File: config.mk
export PLATFORM = sky130hd
export DESIGN_NAME = csw_scheduler
export DESIGN_NICKNAME = d
export VERILOG_FILES = /design/src/rtl/csw_pkg.sv /design/src/rtl/csw_scheduler.sv
export SDC_FILE = /design/constraint.sdc
export NUM_CORES = 1
export LEC_CHECK = 0
export ABC_CLOCK_PERIOD_IN_PS = 11000
export BUFFER_PORTS_ARGS = -buffer_cell sky130_fd_sc_hd__buf_2
export CAP_MARGIN = 20
export CORE_ASPECT_RATIO = 1.75
export CORE_MARGIN = 2
export CORE_UTILIZATION = 45
export DETAILED_ROUTE_END_ITERATION = 7
export GPL_TIMING_DRIVEN = 0
export HOLD_SLACK_MARGIN = 0.03
export PLACE_DENSITY_LB_ADDON = 0.05
export SYNTH_ARGS = -nofsm -noshare
export SYNTH_HDL_FRONTEND = slang
export SYNTH_SLANG_ARGS = --single-unit
export TNS_END_PERCENT = 5
File: constraint.sdc
create_clock -name CLK -period 11 [get_ports CLK]
set_input_delay 1.65 -clock CLK [delete_from_list [all_inputs] [get_ports CLK]]
set_output_delay 1.65 -clock CLK [all_outputs]
set_load 0.005 [all_outputs]
File: src/rtl/csw_pkg.sv
// Constants, register map and field layout of the clock sync and weekly scheduler.
// Assumes a single 125 MHz system clock and an Avalon-MM master with 32-bit data.
//
// How it works
// Log a time-changed event when an applied update moves time by over a minute or changes the date.
// Cloud answers load date and time directly, ignoring daylight mode and zone offset.
// In network-time mode query the time server every five minutes and apply replies.
// Daylight mode 0 leaves network time unchanged, mode 1 adds one hour.
// Daylight mode 2 is summer time from 01:00 last March Sunday to last October Sunday.
// Daylight mode 3 follows calendar 15 and calendar 16 outputs.
// Zone offset is signed quarter hours, -47 to +48, added to reference time.
// Test weekday mask, Sunday bit 01 to Saturday bit 40, selects engine test days.
// On a test day the test starts at its time whatever the engine did before.
// Test starts at the common start time and lasts the programmed minutes.
// Auto-start weekday mask, Sunday 01 to Saturday 40, permits automatic start days.
// Automatic start is permitted only inside the common start to end slot.
// A start later than the end spans midnight into the following day.
// One automatic slot is shared by every selected day.
// Forcing weekday mask, Sunday 01 to Saturday 40, forces intervention on those days.
// Forcing runs from the forcing start to the forcing end on selected days.
// All windows are evaluated once per minute tick and qualifiers update synchronously.
package csw_pkg;
	// Register byte offsets.
	localparam logic [7:0] REG_CTRL = 8'h00;
	localparam logic [7:0] REG_DST_MODE = 8'h04;
	localparam logic [7:0] REG_ZONE = 8'h08;
	localparam logic [7:0] REG_TEST_MASK = 8'h0c;
	localparam logic [7:0] REG_TEST_START = 8'h10;
	localparam logic [7:0] REG_TEST_DUR = 8'h14;
	localparam logic [7:0] REG_AUTO_MASK = 8'h18;
	localparam logic [7:0] REG_AUTO_START = 8'h1c;
	localparam logic [7:0] REG_AUTO_END = 8'h20;
	localparam logic [7:0] REG_FORCE_MASK = 8'h24;
	localparam logic [7:0] REG_FORCE_START = 8'h28;
	localparam logic [7:0] REG_FORCE_END = 8'h2c;
	localparam logic [7:0] REG_STATUS = 8'h30;
	localparam logic [7:0] REG_TIME = 8'h34;
	localparam logic [7:0] REG_DATE = 8'h38;
	// Field positions: time of day registers hold hours at HM_HOUR_LSB, minutes at bit 0.
	localparam int HM_HOUR_LSB = 8;
	localparam int TIME_MIN_LSB = 8;
	localparam int TIME_HOUR_LSB = 16;
	localparam int TIME_WDAY_LSB = 24;
	localparam int DATE_MONTH_LSB = 8;
	localparam int DATE_YEAR_LSB = 16;
	localparam int ST_CHANGED = 0;
	localparam int ST_DST = 1;
	localparam int ST_TEST = 4;
	localparam int ST_AUTO = 5;
	localparam int ST_FORCE = 6;
	// Reset values.
	localparam logic [1:0] DST_MODE_RST = 2'h0;
	localparam logic [7:0] ZONE_RST = 8'h00;
	localparam logic [6:0] MASK_RST = 7'h00;
	localparam logic [10:0] MOD_RST = 11'h000;
	localparam logic [9:0] DUR_RST = 10'h000;
	localparam logic [4:0] DAY_RST = 5'h01;
	localparam logic [3:0] MONTH_RST = 4'h1;
	// Limits.
	localparam logic signed [7:0] ZONE_MIN = -8'sd47;
	localparam logic signed [7:0] ZONE_MAX = 8'sd48;
	localparam int MIN_PER_DAY = 1440;
	localparam int QUARTER_MIN = 15;
	localparam int HOUR_MIN = 60;
	localparam int CHANGE_LIMIT_S = 60;
	localparam logic [4:0] LAST_SUNDAY_FIRST = 5'd25;
	localparam logic [3:0] MONTH_MARCH = 4'd3;
	localparam logic [3:0] MONTH_OCTOBER = 4'd10;
	localparam logic [4:0] DST_SWITCH_HOUR = 5'd1;
	// Timing: one second tick and the network query period.
	localparam int TICK_PERIOD_MS = 1000;
	localparam int CLK_FREQ_KHZ = 125000;
	localparam int SEC_CYCLES = TICK_PERIOD_MS * CLK_FREQ_KHZ;
	localparam int NTP_PERIOD_MIN = 5;
	localparam int NTP_PERIOD_S = NTP_PERIOD_MIN * 60;
endpackage : csw_pkg

File: src/rtl/csw_scheduler.sv
// Real-time counter with cloud and network-time resynchronisation and weekly schedule qualifiers.
// Assumes sync strobes and calendar bits come from logic on CLK; registers sit on Avalon-MM.
//
// Decided for this implementation: the register addresses and the Avalon-MM interface to the registers.
`timescale 1ns/100ps
module csw_scheduler #(
	parameter int SEC_CYCLES = csw_pkg::SEC_CYCLES
) (
	// Clock and reset.
	input wire logic CLK,
	input wire logic RST,
	// Avalon-MM slave.
	input wire logic [7:0] AVS_ADDRESS,
	input wire logic AVS_READ,
	input wire logic AVS_WRITE,
	input wire logic [31:0] AVS_WRITEDATA,
	output logic [31:0] AVS_READDATA,
	output logic AVS_WAITREQUEST,
	// Received date and time, shared by both sources.
	input wire logic CLOUD_SYNC_VALID,
	input wire logic NTP_REPLY_VALID,
	input wire logic [5:0] SYNC_SEC,
	input wire logic [5:0] SYNC_MIN,
	input wire logic [4:0] SYNC_HOUR,
	input wire logic [2:0] SYNC_WDAY,
	input wire logic [4:0] SYNC_DAY,
	input wire logic [3:0] SYNC_MONTH,
	input wire logic [6:0] SYNC_YEAR,
	output logic NTP_QUERY,
	// Calendar bits for daylight mode 3.
	input wire logic CAL15_ACTIVE,
	input wire logic CAL16_ACTIVE,
	// Qualifiers and event.
	output logic TIME_CHANGED_EVENT,
	output logic TEST_RUN,
	output logic AUTO_START_PERMIT,
	output logic FORCE_RUN
);
	typedef struct packed {
		logic [6:0] year;
		logic [3:0] month;
		logic [4:0] day;
		logic [2:0] wday;
	} csw_date_t;

	function automatic logic [4:0] month_len(input logic [3:0] m, input logic [6:0] y);
		logic [4:0] n;
		n = 5'd31;
		if (m == 4'd4 || m == 4'd6 || m == 4'd9 || m == 4'd11) begin
			n = 5'd30;
		end else if (m == 4'd2) begin
			n = (y[1:0] == 2'b00) ? 5'd29 : 5'd28;
		end
		return n;
	endfunction : month_len

	function automatic csw_date_t date_inc(input csw_date_t d);
		csw_date_t r;
		r = d;
		r.wday = (d.wday == 3'd6) ? 3'd0 : d.wday + 3'd1;
		if (d.day >= month_len(d.month, d.year)) begin
			r.day = 5'd1;
			if (d.month == 4'd12) begin
				r.month = 4'd1;
				r.year = (d.year == 7'd99) ? 7'd0 : d.year + 7'd1;
			end else begin
				r.month = d.month + 4'd1;
			end
		end else begin
			r.day = d.day + 5'd1;
		end
		return r;
	endfunction : date_inc

	function automatic csw_date_t date_dec(input csw_date_t d);
		csw_date_t r;
		r = d;
		r.wday = (d.wday == 3'd0) ? 3'd6 : d.wday - 3'd1;
		if (d.day <= 5'd1) begin
			if (d.month == 4'd1) begin
				r.month = 4'd12;
				r.year = (d.year == 7'd0) ? 7'd99 : d.year - 7'd1;
			end else begin
				r.month = d.month - 4'd1;
			end
			r.day = month_len(r.month, r.year);
		end else begin
			r.day = d.day - 5'd1;
		end
		return r;
	endfunction : date_dec

	// True once the last Sunday of a 31-day month has reached the switch hour.
	function automatic logic past_last_sunday(input csw_date_t d, input logic [4:0] h);
		logic r;
		r = ({1'b0, d.day} >= {3'b000, d.wday} + {1'b0, csw_pkg::LAST_SUNDAY_FIRST});
		if (d.wday == 3'd0 && d.day >= csw_pkg::LAST_SUNDAY_FIRST && h < csw_pkg::DST_SWITCH_HOUR) begin
			r = 1'b0;
		end
		return r;
	endfunction : past_last_sunday

	// Weekly window test; a start after the end spans midnight into the next day.
	function automatic logic in_window(input logic [6:0] mask, input logic [2:0] wd, input logic [11:0] mod,
			input logic [11:0] s, input logic [11:0] e);
		logic [2:0] prev;
		logic r;
		prev = (wd == 3'd0) ? 3'd6 : wd - 3'd1;
		if (s <= e) begin
			r = mask[wd] && mod >= s && mod < e;
		end else begin
			r = (mask[wd] && mod >= s) || (mask[prev] && mod < e);
		end
		return r;
	endfunction : in_window

	// Registers.
	logic ntp_mode, next_ntp_mode;
	logic [1:0] dst_mode, next_dst_mode;
	logic [7:0] zone, next_zone;
	logic [6:0] test_mask, next_test_mask, auto_mask, next_auto_mask, force_mask, next_force_mask;
	logic [10:0] test_start, next_test_start, auto_start, next_auto_start;
	logic [10:0] auto_end, next_auto_end, force_start, next_force_start, force_end, next_force_end;
	logic [9:0] test_dur, next_test_dur;
	logic changed_flag, next_changed_flag;
	logic [31:0] rdata, next_rdata;
	logic ack, next_ack;
	// Time counter.
	logic [26:0] presc, next_presc;
	logic [5:0] sec, next_sec, minute, next_minute;
	logic [4:0] hour, next_hour;
	csw_date_t date, next_date;
	logic [8:0] ntp_cnt, next_ntp_cnt;
	logic query, next_query;
	logic event_out, next_event_out;
	logic eval, next_eval;
	logic cal15_q, cal16_q, dst_cal, next_dst_cal;
	logic test_run, next_test_run, auto_ok, next_auto_ok, force_run, next_force_run;

	logic sec_tick, access, wr;
	logic dst_auto, dst_on;
	logic [11:0] mod_now, test_end;
	logic signed [12:0] adj;
	logic [10:0] sync_mod, new_mod;
	csw_date_t sync_date, new_date;
	logic [16:0] cur_s, new_s;

	assign access = (AVS_READ || AVS_WRITE) && !ack;
	assign wr = AVS_WRITE && ack;
	assign AVS_WAITREQUEST = (AVS_READ || AVS_WRITE) && !ack;
	assign AVS_READDATA = rdata;
	assign sec_tick = (presc == 27'(SEC_CYCLES - 1));
	assign mod_now = 12'(hour * 60) + {6'h00, minute};
	assign test_end = {1'b0, test_start} + {2'b00, test_dur};
	assign NTP_QUERY = query;
	assign TIME_CHANGED_EVENT = event_out;
	assign TEST_RUN = test_run;
	assign AUTO_START_PERMIT = auto_ok;
	assign FORCE_RUN = force_run;

	// Daylight decision for network updates, taken on the current local date.
	always_comb begin
		dst_auto = (date.month > csw_pkg::MONTH_MARCH && date.month < csw_pkg::MONTH_OCTOBER);
		if (date.month == csw_pkg::MONTH_MARCH) begin
			dst_auto = past_last_sunday(date, hour);
		end else if (date.month == csw_pkg::MONTH_OCTOBER) begin
			dst_auto = !past_last_sunday(date, hour);
		end
		unique case (dst_mode)
			2'd0: dst_on = 1'b0;
			2'd1: dst_on = 1'b1;
			2'd2: dst_on = dst_auto;
			2'd3: dst_on = dst_cal;
		endcase
	end

	// Received reference time adjusted by zone and daylight, with day rollover, for network replies; cloud loads pass unadjusted.
	always_comb begin
		sync_date.year = SYNC_YEAR;
		sync_date.month = SYNC_MONTH;
		sync_date.day = SYNC_DAY;
		sync_date.wday = SYNC_WDAY;
		sync_mod = 11'(SYNC_HOUR * 60) + {5'h00, SYNC_MIN};
		adj = $signed({2'b00, sync_mod}) + 13'($signed(zone) * csw_pkg::QUARTER_MIN);
		if (dst_on) begin
			adj = adj + 13'(csw_pkg::HOUR_MIN);
		end
		new_date = sync_date;
		if (CLOUD_SYNC_VALID) begin
			adj = $signed({2'b00, sync_mod});
		end else if (adj < 0) begin
			adj = adj + 13'(csw_pkg::MIN_PER_DAY);
			new_date = date_dec(sync_date);
		end else if (adj >= 13'(csw_pkg::MIN_PER_DAY)) begin
			adj = adj - 13'(csw_pkg::MIN_PER_DAY);
			new_date = date_inc(sync_date);
		end
		new_mod = adj[10:0];
		cur_s = 17'(mod_now * 60) + {11'h000, sec};
		new_s = 17'(new_mod * 60) + {11'h000, SYNC_SEC};
	end

	// Register file and bus answer; one wait cycle on every access.
	always_comb begin
		next_ntp_mode = ntp_mode;
		next_dst_mode = dst_mode;
		next_zone = zone;
		next_test_mask = test_mask;
		next_test_start = test_start;
		next_test_dur = test_dur;
		next_auto_mask = auto_mask;
		next_auto_start = auto_start;
		next_auto_end = auto_end;
		next_force_mask = force_mask;
		next_force_start = force_start;
		next_force_end = force_end;
		next_ack = access;
		next_rdata = rdata;
		if (wr) begin
			unique case (AVS_ADDRESS)
				csw_pkg::REG_CTRL: next_ntp_mode = AVS_WRITEDATA[0];
				csw_pkg::REG_DST_MODE: next_dst_mode = AVS_WRITEDATA[1:0];
				csw_pkg::REG_ZONE: begin
					if ($signed(AVS_WRITEDATA[7:0]) >= csw_pkg::ZONE_MIN
							&& $signed(AVS_WRITEDATA[7:0]) <= csw_pkg::ZONE_MAX) begin
						next_zone = AVS_WRITEDATA[7:0];
					end
				end
				csw_pkg::REG_TEST_MASK: next_test_mask = AVS_WRITEDATA[6:0];
				csw_pkg::REG_TEST_START: next_test_start = 11'(AVS_WRITEDATA[12:8] * 60) + {5'h00, AVS_WRITEDATA[5:0]};
				csw_pkg::REG_TEST_DUR: next_test_dur = AVS_WRITEDATA[9:0];
				csw_pkg::REG_AUTO_MASK: next_auto_mask = AVS_WRITEDATA[6:0];
				csw_pkg::REG_AUTO_START: next_auto_start = 11'(AVS_WRITEDATA[12:8] * 60) + {5'h00, AVS_WRITEDATA[5:0]};
				csw_pkg::REG_AUTO_END: next_auto_end = 11'(AVS_WRITEDATA[12:8] * 60) + {5'h00, AVS_WRITEDATA[5:0]};
				csw_pkg::REG_FORCE_MASK: next_force_mask = AVS_WRITEDATA[6:0];
				csw_pkg::REG_FORCE_START: next_force_start = 11'(AVS_WRITEDATA[12:8] * 60) + {5'h00, AVS_WRITEDATA[5:0]};
				csw_pkg::REG_FORCE_END: next_force_end = 11'(AVS_WRITEDATA[12:8] * 60) + {5'h00, AVS_WRITEDATA[5:0]};
				default: begin
				end
			endcase
		end
		if (AVS_READ && !ack) begin
			unique case (AVS_ADDRESS)
				csw_pkg::REG_CTRL: next_rdata = {31'h00000000, ntp_mode};
				csw_pkg::REG_DST_MODE: next_rdata = {30'h00000000, dst_mode};
				csw_pkg::REG_ZONE: next_rdata = {24'h000000, zone};
				csw_pkg::REG_TEST_MASK: next_rdata = {25'h0000000, test_mask};
				csw_pkg::REG_TEST_START: next_rdata = {19'h00000, 5'(test_start / 60), 2'h0, 6'(test_start % 60)};
				csw_pkg::REG_TEST_DUR: next_rdata = {22'h000000, test_dur};
				csw_pkg::REG_AUTO_MASK: next_rdata = {25'h0000000, auto_mask};
				csw_pkg::REG_AUTO_START: next_rdata = {19'h00000, 5'(auto_start / 60), 2'h0, 6'(auto_start % 60)};
				csw_pkg::REG_AUTO_END: next_rdata = {19'h00000, 5'(auto_end / 60), 2'h0, 6'(auto_end % 60)};
				csw_pkg::REG_FORCE_MASK: next_rdata = {25'h0000000, force_mask};
				csw_pkg::REG_FORCE_START: next_rdata = {19'h00000, 5'(force_start / 60), 2'h0, 6'(force_start % 60)};
				csw_pkg::REG_FORCE_END: next_rdata = {19'h00000, 5'(force_end / 60), 2'h0, 6'(force_end % 60)};
				csw_pkg::REG_STATUS: next_rdata = {25'h0000000, force_run, auto_ok, test_run, 2'h0, dst_on, changed_flag};
				csw_pkg::REG_TIME: next_rdata = {5'h00, date.wday, 3'h0, hour, 2'h0, minute, 2'h0, sec};
				csw_pkg::REG_DATE: next_rdata = {9'h000, date.year, 4'h0, date.month, 3'h0, date.day};
				default: next_rdata = 32'h00000000;
			endcase
		end
	end

	// Time counter, resynchronisation, query timer and daylight calendar latch.
	always_comb begin
		next_presc = sec_tick ? 27'h0000000 : presc + 27'h0000001;
		next_sec = sec;
		next_minute = minute;
		next_hour = hour;
		next_date = date;
		next_ntp_cnt = ntp_cnt;
		next_query = 1'b0;
		next_event_out = 1'b0;
		next_eval = 1'b0;
		next_changed_flag = changed_flag;
		next_dst_cal = dst_cal;
		if (CAL15_ACTIVE && !cal15_q) begin
			next_dst_cal = 1'b1;
		end else if (CAL16_ACTIVE && !cal16_q) begin
			next_dst_cal = 1'b0;
		end
		if (sec_tick) begin
			next_sec = (sec == 6'd59) ? 6'd0 : sec + 6'd1;
			if (sec == 6'd59) begin
				next_eval = 1'b1;
				next_minute = (minute == 6'd59) ? 6'd0 : minute + 6'd1;
				if (minute == 6'd59) begin
					next_hour = (hour == 5'd23) ? 5'd0 : hour + 5'd1;
					if (hour == 5'd23) begin
						next_date = date_inc(date);
					end
				end
			end
			if (ntp_mode) begin
				next_ntp_cnt = (ntp_cnt == 9'(csw_pkg::NTP_PERIOD_S - 1)) ? 9'h000 : ntp_cnt + 9'h001;
				next_query = (ntp_cnt == 9'(csw_pkg::NTP_PERIOD_S - 1));
			end
		end
		if (!ntp_mode) begin
			next_ntp_cnt = 9'h000;
		end
		if (CLOUD_SYNC_VALID || (NTP_REPLY_VALID && ntp_mode)) begin
			next_presc = CLOUD_SYNC_VALID ? 27'h0000000 : next_presc;
			next_sec = SYNC_SEC;
			next_minute = 6'(new_mod % 60);
			next_hour = 5'(new_mod / 60);
			next_date = new_date;
			next_eval = 1'b1;
			if (new_date != date || (new_s > cur_s ? new_s - cur_s : cur_s - new_s) > 17'(csw_pkg::CHANGE_LIMIT_S)) begin
				next_event_out = 1'b1;
			end
		end else if (wr && AVS_ADDRESS == csw_pkg::REG_TIME) begin
			next_presc = 27'h0000000;
			next_sec = AVS_WRITEDATA[5:0];
			next_minute = AVS_WRITEDATA[13:8];
			next_hour = AVS_WRITEDATA[20:16];
			next_date.wday = AVS_WRITEDATA[26:24];
			next_eval = 1'b1;
		end else if (wr && AVS_ADDRESS == csw_pkg::REG_DATE) begin
			next_date.day = AVS_WRITEDATA[4:0];
			next_date.month = AVS_WRITEDATA[11:8];
			next_date.year = AVS_WRITEDATA[22:16];
			next_eval = 1'b1;
		end
		if (wr && AVS_ADDRESS == csw_pkg::REG_STATUS && AVS_WRITEDATA[csw_pkg::ST_CHANGED]) begin
			next_changed_flag = 1'b0;
		end
		if (next_event_out) begin
			next_changed_flag = 1'b1;
		end
	end

	// Schedule qualifiers, refreshed only on an evaluation tick.
	always_comb begin
		next_test_run = test_run;
		next_auto_ok = auto_ok;
		next_force_run = force_run;
		if (eval) begin
			next_test_run = in_window(test_mask, date.wday, mod_now, {1'b0, test_start},
				(test_end >= 12'(csw_pkg::MIN_PER_DAY)) ? test_end - 12'(csw_pkg::MIN_PER_DAY) : test_end);
			next_auto_ok = in_window(auto_mask, date.wday, mod_now, {1'b0, auto_start}, {1'b0, auto_end});
			next_force_run = in_window(force_mask, date.wday, mod_now, {1'b0, force_start}, {1'b0, force_end});
			if (test_dur == 10'h000) begin
				next_test_run = 1'b0;
			end
		end
	end

	always_ff @(posedge CLK or posedge RST) begin
		if (RST) begin
			ntp_mode <= 1'b0;
			dst_mode <= csw_pkg::DST_MODE_RST;
			zone <= csw_pkg::ZONE_RST;
			test_mask <= csw_pkg::MASK_RST;
			test_start <= csw_pkg::MOD_RST;
			test_dur <= csw_pkg::DUR_RST;
			auto_mask <= csw_pkg::MASK_RST;
			auto_start <= csw_pkg::MOD_RST;
			auto_end <= csw_pkg::MOD_RST;
			force_mask <= csw_pkg::MASK_RST;
			force_start <= csw_pkg::MOD_RST;
			force_end <= csw_pkg::MOD_RST;
			changed_flag <= 1'b0;
			rdata <= 32'h00000000;
			ack <= 1'b0;
			presc <= 27'h0000000;
			sec <= 6'h00;
			minute <= 6'h00;
			hour <= 5'h00;
			date <= '{year: 7'h00, month: csw_pkg::MONTH_RST, day: csw_pkg::DAY_RST, wday: 3'h0};
			ntp_cnt <= 9'h000;
			query <= 1'b0;
			event_out <= 1'b0;
			eval <= 1'b0;
			cal15_q <= 1'b0;
			cal16_q <= 1'b0;
			dst_cal <= 1'b0;
			test_run <= 1'b0;
			auto_ok <= 1'b0;
			force_run <= 1'b0;
		end else begin
			ntp_mode <= next_ntp_mode;
			dst_mode <= next_dst_mode;
			zone <= next_zone;
			test_mask <= next_test_mask;
			test_start <= next_test_start;
			test_dur <= next_test_dur;
			auto_mask <= next_auto_mask;
			auto_start <= next_auto_start;
			auto_end <= next_auto_end;
			force_mask <= next_force_mask;
			force_start <= next_force_start;
			force_end <= next_force_end;
			changed_flag <= next_changed_flag;
			rdata <= next_rdata;
			ack <= next_ack;
			presc <= next_presc;
			sec <= next_sec;
			minute <= next_minute;
			hour <= next_hour;
			date <= next_date;
			ntp_cnt <= next_ntp_cnt;
			query <= next_query;
			event_out <= next_event_out;
			eval <= next_eval;
			cal15_q <= CAL15_ACTIVE;
			cal16_q <= CAL16_ACTIVE;
			dst_cal <= next_dst_cal;
			test_run <= next_test_run;
			auto_ok <= next_auto_ok;
			force_run <= next_force_run;
		end
	end
endmodule : csw_scheduler

==> key figures, run 1 <==
Run status
  • Status: complete, but fails checks
  • Failing checks: setup timing

Placed design
  • Final GP Congestion: 0.953
  • Dpl hpwl: 72,900 um
  • Place WS: -5240 ps
  • Number of buffers inserted by port buffering: 102

Yosys
  • Largest family of logic cells by synthesized area: adder cells
  • Fraction of the yosys area taken by sequential cells: 20.0%
  • Mux cell area share after synthesis: 5.16%
  • Synth top area cells: dfrtp_1 (20%), ha_1 (16%), fa_1 (7.1%)
  • Cell taking the most area after synthesis: dfrtp_1
  • Post-synth EDFFs: 0
  • Ys Warns: 0
  • Post-synthesis compound-gate area fraction: 21.6%
  • Primary FF master, synth: dfrtp_1
  • Synthesized flop and latch total: 204
  • Post-synth top area share: 19.8%
  • Post-Syn Area per Cell: 8.44 um^2
  • Post-synth ARST share: 100%
  • Post-synthesis simple-gate area fraction: 16.8%
  • Post-Synth XOR/XNOR Area: 6.82%
  • Synth unique cells: 111
  • Post-Syn Area: 0.0255 mm^2
  • Syn Inst Count: 3,022
  • Synth Area in Adders: 23.1%

Worst setup path
  • Critical path class: input port to flip-flop
  • Critical Path AT: 14,460 ps
  • CP peak stage delay: 550 ps
  • Crit Path Max Fanout: 10
  • Critical path's most frequent cell: fa_1
  • CP required: 11,460 ps
  • Critical Path Source Type: input port
  • Worst setup EP type: flip-flop
  • Critical path's slowest cell: fa_1

STA
  • Pins Over Slew Limit: 0
  • Final setup margin: -3000 ps
  • Hold Violations, Final: 0
  • Tmin final: 14,000 ps
  • Final setup viols: 10
  • Setup total negative slack: -18,220 ps
  • Slew Limit Headroom: 30.0%
  • Fin crit share: 127%
  • Final Skew: 36.9 ps
  • RSZ-0062 raised after global routing: true
  • Max frequency: 71.4 MHz
  • Slew @ Worst Pin: 1040 ps

Global route
  • GRT Util Overall: 30.2%
  • Initial antenna violation count: 4
  • GRT overflow: 0
  • Vias in the first global route: 23,800
  • Global-route wire length before repair: 137,000 um
  • Pin count of the biggest net entering global routing: 79

Die
  • Core Region: 0.0561 mm^2
  • Chip Height: 319 um
  • Die W: 184 um
  • I/O pin count: 122
  • Starting Density: 45.5%
  • Die area: 0.0587 mm^2
  • Row Count: 115

Hold path
  • Worst min-delay path class: flip-flop to flip-flop

Cells and area
  • Filler cell count: 5,379
  • Nets: 3,715
  • Area growth, synth to finish: 15.5%
  • Share of cells above drive strength 1: 15.6%

CTS
  • Num CTS Buffers: 23
  • Clk Latency, worst-skew pair: 570 ps
  • CTS max path bufs: 3
  • Clk slew on worst S/H paths: 60 ps
  • CTS hold repair buffers: 0
  • CTS tree: yes
  • CTS H-tree depth: 1
  • Clk root buf: clkbuf_16
  • Clk sinks: 204

Detailed routing
  • Vias per Instance: 5.94
  • WL met3: 3260 um
  • Post-route antenna net violation count: 0
  • Wirelength per Cell: 22.6 um
  • Initial DRC count: 1,454
  • DR vias: 23,400
  • M1 wire length: 32,000 um
  • First-pass iteration count of the detailed router: 7
  • Top sig layer: met5
  • DRC Markers: 0
  • DR WL met2: 45,700 um
  • Total wire length: 89,100 um

Flow run
  • Max-Cap Viols: 0
==> routing by layer <==
layer | global-route usage [%] | vias to the layer above
li1 | - | 11100
met1 | 31.8 | 11300
met2 | 55.2 | 700
met3 | 2.46 | 277
met4 | 22.8 | 6
met5 | 0 | -
==> layout make-up <==
cell class | count | area [um^2] | share of cell area [%]
Inverter | 323 | 1240 | 4.22
Buffer | 102 | 480 | 1.63
Multi-Input combinational cell | 2396 | 19800 | 67.1
Antenna cell | 1 | 2.50 | 0.00849
Clock buffer | 32 | 669 | 2.27
Timing Repair Buffer | 169 | 1150 | 3.89
Clock inverter | 10 | 179 | 0.607
Tap cell | 702 | 878 | 2.98
Sequential cell | 204 | 5110 | 17.3
==> logic make-up after synthesis <==
logic type	Yosys count
mux	113
compound gates	817
buf+inv	429
fa+ha+maj	418
other cells	1
simple gates	843
xor+xnor	197
flops	204
==> Yosys cell counts (18+ instances only) <==
library cell,number
nor2_1,204
and3_1,28
a22o_1,26
nor3_1,55
a21o_1,58
nor4_1,23
nand4_1,33
a211oi_1,23
dfrtp_1,202
nor2b_1,62
o211ai_1,39
and2_1,26
ha_1,322
clkbuf_1,87
a31oi_1,18
inv_1,320
nand2_1,174
xnor2_1,128
xor2_1,67
a21oi_1,219
fa_1,90
o21bai_1,27
mux2_2,76
a22oi_1,31
nand2b_1,64
mux2i_1,28
o21ai_0,176
nand3_1,86
==> sequential cells by signal, indices dropped and copies added, names as in the netlist, 10 cells and up <==
signal,cells
test_start,11
auto_start,11
test_dur,10
auto_end,11
presc,27
date,19
force_start,11
force_end,11
AVS_READDATA,24
==> worst paths after layout <==
path | slack [ps] | start | cells past startpoint | endpoint
max | -3000 | SYNC_HOUR[2] | 58 | changed_flag
min | 440 | cal15_q | 1 | dst_cal
max reg2reg | -750 | date[0] | 48 | changed_flag
min reg2reg | 440 | cal15_q | 1 | dst_cal
max in group asynchronous | 8710 | RST | 4 | date[8]
min in group asynchronous | 1100 | RST | 2 | auto_end[6]
==> critical path, delay by kind of cell <==
family / cells / cell delay (ps)
muxes: 2 / 660
AOI/OAI and AO/OA: 16 / 2910
adders and majority gates: 12 / 5210
and+or+nand+nor: 12 / 1900
xor gates and xnor gates: 4 / 970
buffers and inverters: 12 / 1140
==> placed cells by master, fill, tap and decap left out, types with 39 or more instances in the layout <==
| cell | netlist | routed |
|---|---|---|
| xnor2_1 | 128 | 109 |
| nand2b_1 | 64 | 64 |
| clkbuf_1 | 87 | 83 |
| fa_1 | 90 | 90 |
| mux2_2 | 76 | 76 |
| nor3_1 | 55 | 49 |
| nor2b_1 | 62 | 61 |
| o211ai_1 | 39 | 39 |
| dfrtp_1 | 202 | 202 |
| a21oi_1 | 219 | 205 |
| ha_1 | 322 | 307 |
| o21ai_0 | 176 | 167 |
| a21o_1 | 58 | 58 |
| buf_2 | 4 | 103 |
| xor2_1 | 67 | 60 |
| nand2_1 | 174 | 170 |
| nand3_1 | 86 | 78 |
| inv_1 | 320 | 308 |
| buf_4 | 9 | 65 |
| nor2_1 | 204 | 200 |
==> timing repair <==
| item | 4_1_cts | 5_1_grt |
|---|---|---|
| endpoints found under the setup margin | 11 | 11 |
| pin swaps | 24 | 75 |
| gates cloned | 0 | 1 |
| gates resized for setup | 59 | 114 |
| buffers inserted | 20 | 36 |
| endpoints found under the hold margin | 0 | 0 |
==> through the flow <==
| stage | cells | util [%] | hold WS [ps] | cell area (um^2) |
|---|---|---|---|---|
| floorplan | 3029 | - | 409 | 25700 |
| global placement | 3833 | 48.3 | 416 | 27100 |
| detailed placement | 3844 | 48.7 | 430 | 27300 |
| CTS | 3904 | 51.0 | 438 | 28600 |
| global route | 3939 | 52.5 | 446 | 29500 |
| finish | 3939 | 52.5 | 440 | 29500 |
Power of run 1 is not shown: default switching activity piles up to over one toggle a cycle in this logic, so the estimate is an artifact.
==> run 2, diff against run 1 <==
BUFFER_PORTS_ARGS = default   (was -buffer_cell sky130_fd_sc_hd__buf_2)
DONT_BUFFER_PORTS = 1   (was default)
==> run 2 against run 1 <==
The flow still finishes with violations (setup timing). Sequential share of layout area grew 0.75 points. First-iteration DRC count grew 11%. Non-clock buffer count shrank 133. Global-route usage grew 0.18 points. Worst hold slack lost 12 ps. Worst setup slack gained 36 ps. Register-to-register slack lost 550 ps. Clock skew shrank 5.3 ps. Critical path type unchanged.
==> key figures, run 2 (synthesis gave the netlist of run 1 again) <==
Run status
  • Status: complete, but fails checks (unchanged)
  • Failing checks: setup timing (unchanged)

Die
  • Chip Height: 319 um (unchanged)
  • Core Region: 0.0561 mm^2 (unchanged)
  • I/O pin count: 122 (unchanged)
  • Die W: 184 um (unchanged)
  • Die area: 0.0587 mm^2 (unchanged)
  • Starting Density: 45.5% (unchanged)
  • Row Count: 115 (unchanged)

Worst setup path
  • Critical path class: input port to flip-flop (unchanged)
  • Critical path buffers and inverters: 8 (was 12)
  • Critical Path Source Type: input port (unchanged)
  • Critical path's slowest cell: fa_1 (unchanged)
  • Crit Path Max Fanout: 10 (unchanged)
  • Worst reg2reg setup slack: -1300 ps (was -750 ps)
  • Reg-to-Reg Start: date[0] (unchanged)
  • CP peak stage delay: 570 ps (was 550 ps)
  • Crit path from: SYNC_HOUR[0] (was SYNC_HOUR[2])
  • CP required: 11,470 ps (was 11,460 ps)
  • Critical Path AT: 14,430 ps (was 14,460 ps)
  • Kind of cell adding the most delay to the critical path: adder cells (unchanged)
  • Worst setup EP type: flip-flop (unchanged)
  • Critical path's most frequent cell: fa_1 (unchanged)

Cells and area
  • Cell area after layout: 0.0283 mm^2 (was 0.0295 mm^2)
  • Biggest register: presc (unchanged)
  • Register Area: 0.00511 mm^2 (unchanged)
  • Fin cells: 3,808 (was 3,939)
  • Area growth, synth to finish: 10.7% (was 15.5%)
  • Nets: 3,582 (was 3,715)
  • Filler cell count: 5,417 (was 5,379)
  • Share of cells above drive strength 1: 10.3% (was 15.6%)
  • Layout Utilization: 50.4% (was 52.5%)
  • Multi-input gate area in the final layout: 0.0194 mm^2 (was 0.0198 mm^2)
  • Most frequent cells in the layout: ha_1 (315), inv_1 (314), a21oi_1 (212), dfrtp_1 (202), nor2_1 (201) (was inv_1 (308), ha_1 (307), a21oi_1 (205), dfrtp_1 (202), nor2_1 (200))
  • Most common cell after layout, fill and taps aside: ha_1 (was inv_1)
  • Max FFs per register: 27 (unchanged)

STA
  • Fin crit share: 127% (about the same)
  • Pins Over Slew Limit: 0 (unchanged)
  • Slew @ Worst Pin: 992 ps (was 1040 ps)
  • Final Skew: 31.7 ps (was 36.9 ps)
  • Final setup viols: 9 (was 10)
  • RSZ-0062 raised after global routing: true (unchanged)
  • Tmin final: 13,970 ps (was 14,000 ps)
  • Hold Violations, Final: 0 (unchanged)
  • Slew Limit Headroom: 33.4% (was 30.0%)
  • Max frequency: 71.6 MHz (was 71.4 MHz)
  • Final setup margin: -2970 ps (was -3000 ps)

CTS
  • CTS max path bufs: 3 (unchanged)
  • CTS tree: yes (unchanged)
  • CTS H-tree depth: 1 (unchanged)
  • Num CTS Buffers: 23 (unchanged)
  • CTS hold repair buffers: 0 (unchanged)
  • Clk slew on worst S/H paths: 70 ps (was 60 ps)
  • Clk root buf: clkbuf_16 (unchanged)
  • Clk Latency, worst-skew pair: 570 ps (about the same)
  • Clk sinks: 204 (unchanged)

Global route
  • GRT met3 Usage: 3.37% (was 2.46%)
  • Vias in the first global route: 23,700 (was 23,800)
  • GR Util met1: 31.3% (was 31.8%)
  • GRT overflow: 0 (unchanged)
  • Initial antenna violation count: 3 (was 4)
  • GR Layer Usage met2: 55.9% (was 55.2%)
  • GRT Util Overall: 30.4% (was 30.2%)
  • Pin count of the biggest net entering global routing: 124 (was 79)
  • Global-route wire length before repair: 137,000 um (about the same)
  • Global routing's busiest layer: met2 (unchanged)

Detailed routing
  • First-pass iteration count of the detailed router: 8 (was 7)
  • DRC Markers: 0 (unchanged)
  • Wirelength per Cell: 23.4 um (was 22.6 um)
  • Post-route antenna net violation count: 0 (unchanged)
  • Vias per Instance: 6.04 (was 5.94)
  • Total wire length: 89,200 um (was 89,100 um)
  • DR vias: 23,000 (was 23,400)
  • Initial DRC count: 1,618 (was 1,454)

Flow run
  • Max-Cap Viols: 0 (unchanged)

Hold path
  • HP Start: cal15_q (unchanged)
  • Worst min-delay path class: flip-flop to flip-flop (unchanged)

Placed design
  • DP Cell Count: 3,742 (was 3,844)
  • Dpl hpwl: 73,200 um (was 72,900 um)
  • Placed cell area: 0.0268 mm^2 (was 0.0273 mm^2)
  • Number of buffers inserted by port buffering: 0 (was 102)
  • Final GP Congestion: 0.977 (was 0.953)
-- run 2: per-layer routing --
metal | up-vias | routed length (um)
li1 | 10900 | -
met2 | 745 | 46200
met1 | 11100 | 31500
met3 | 237 | 4120
met5 | - | 0
met4 | 0 | 7460
-- run 2: worst paths after layout --
path / endpoint / cells after the start
min: dst_cal / 1
min reg2reg: dst_cal / 1
max in group asynchronous: presc[14] / 2
max reg2reg: changed_flag / 48
min in group asynchronous: auto_end[6] / 1
max: changed_flag / 55
-- run 2: repair_timing --
| item | 4_1_cts | 5_1_grt |
|---|---|---|
| setup buffers | 19 | 5 |
| pin swaps | 27 | 15 |
| gates resized for setup | 70 | 25 |
| setup endpoints to repair | 11 | 11 |
-- run 2: final cells by class --
cell class	instances	area share, %
multi-input combinational	2396	68.8
sequential	204	18.1
inverter	323	4.37
tap	702	3.11
clock buffer	27	2.13
buffer	103	1.66
timing repair buffer	35	1.11
clock inverter	14	0.708
antenna	4	0.0354
-- run 2: stage by stage --
step	TNS, ps	setup WS, ps	hold slack (ps)
after global routing	-19580	-3500	443
after detailed placement	-38580	-5340	424
after floorplan	-10630	-2460	409
after global placement	-36640	-5230	414
after CTS	-14700	-2890	432
final	-14340	-2970	428
Power of run 2 is left out for the same reason.
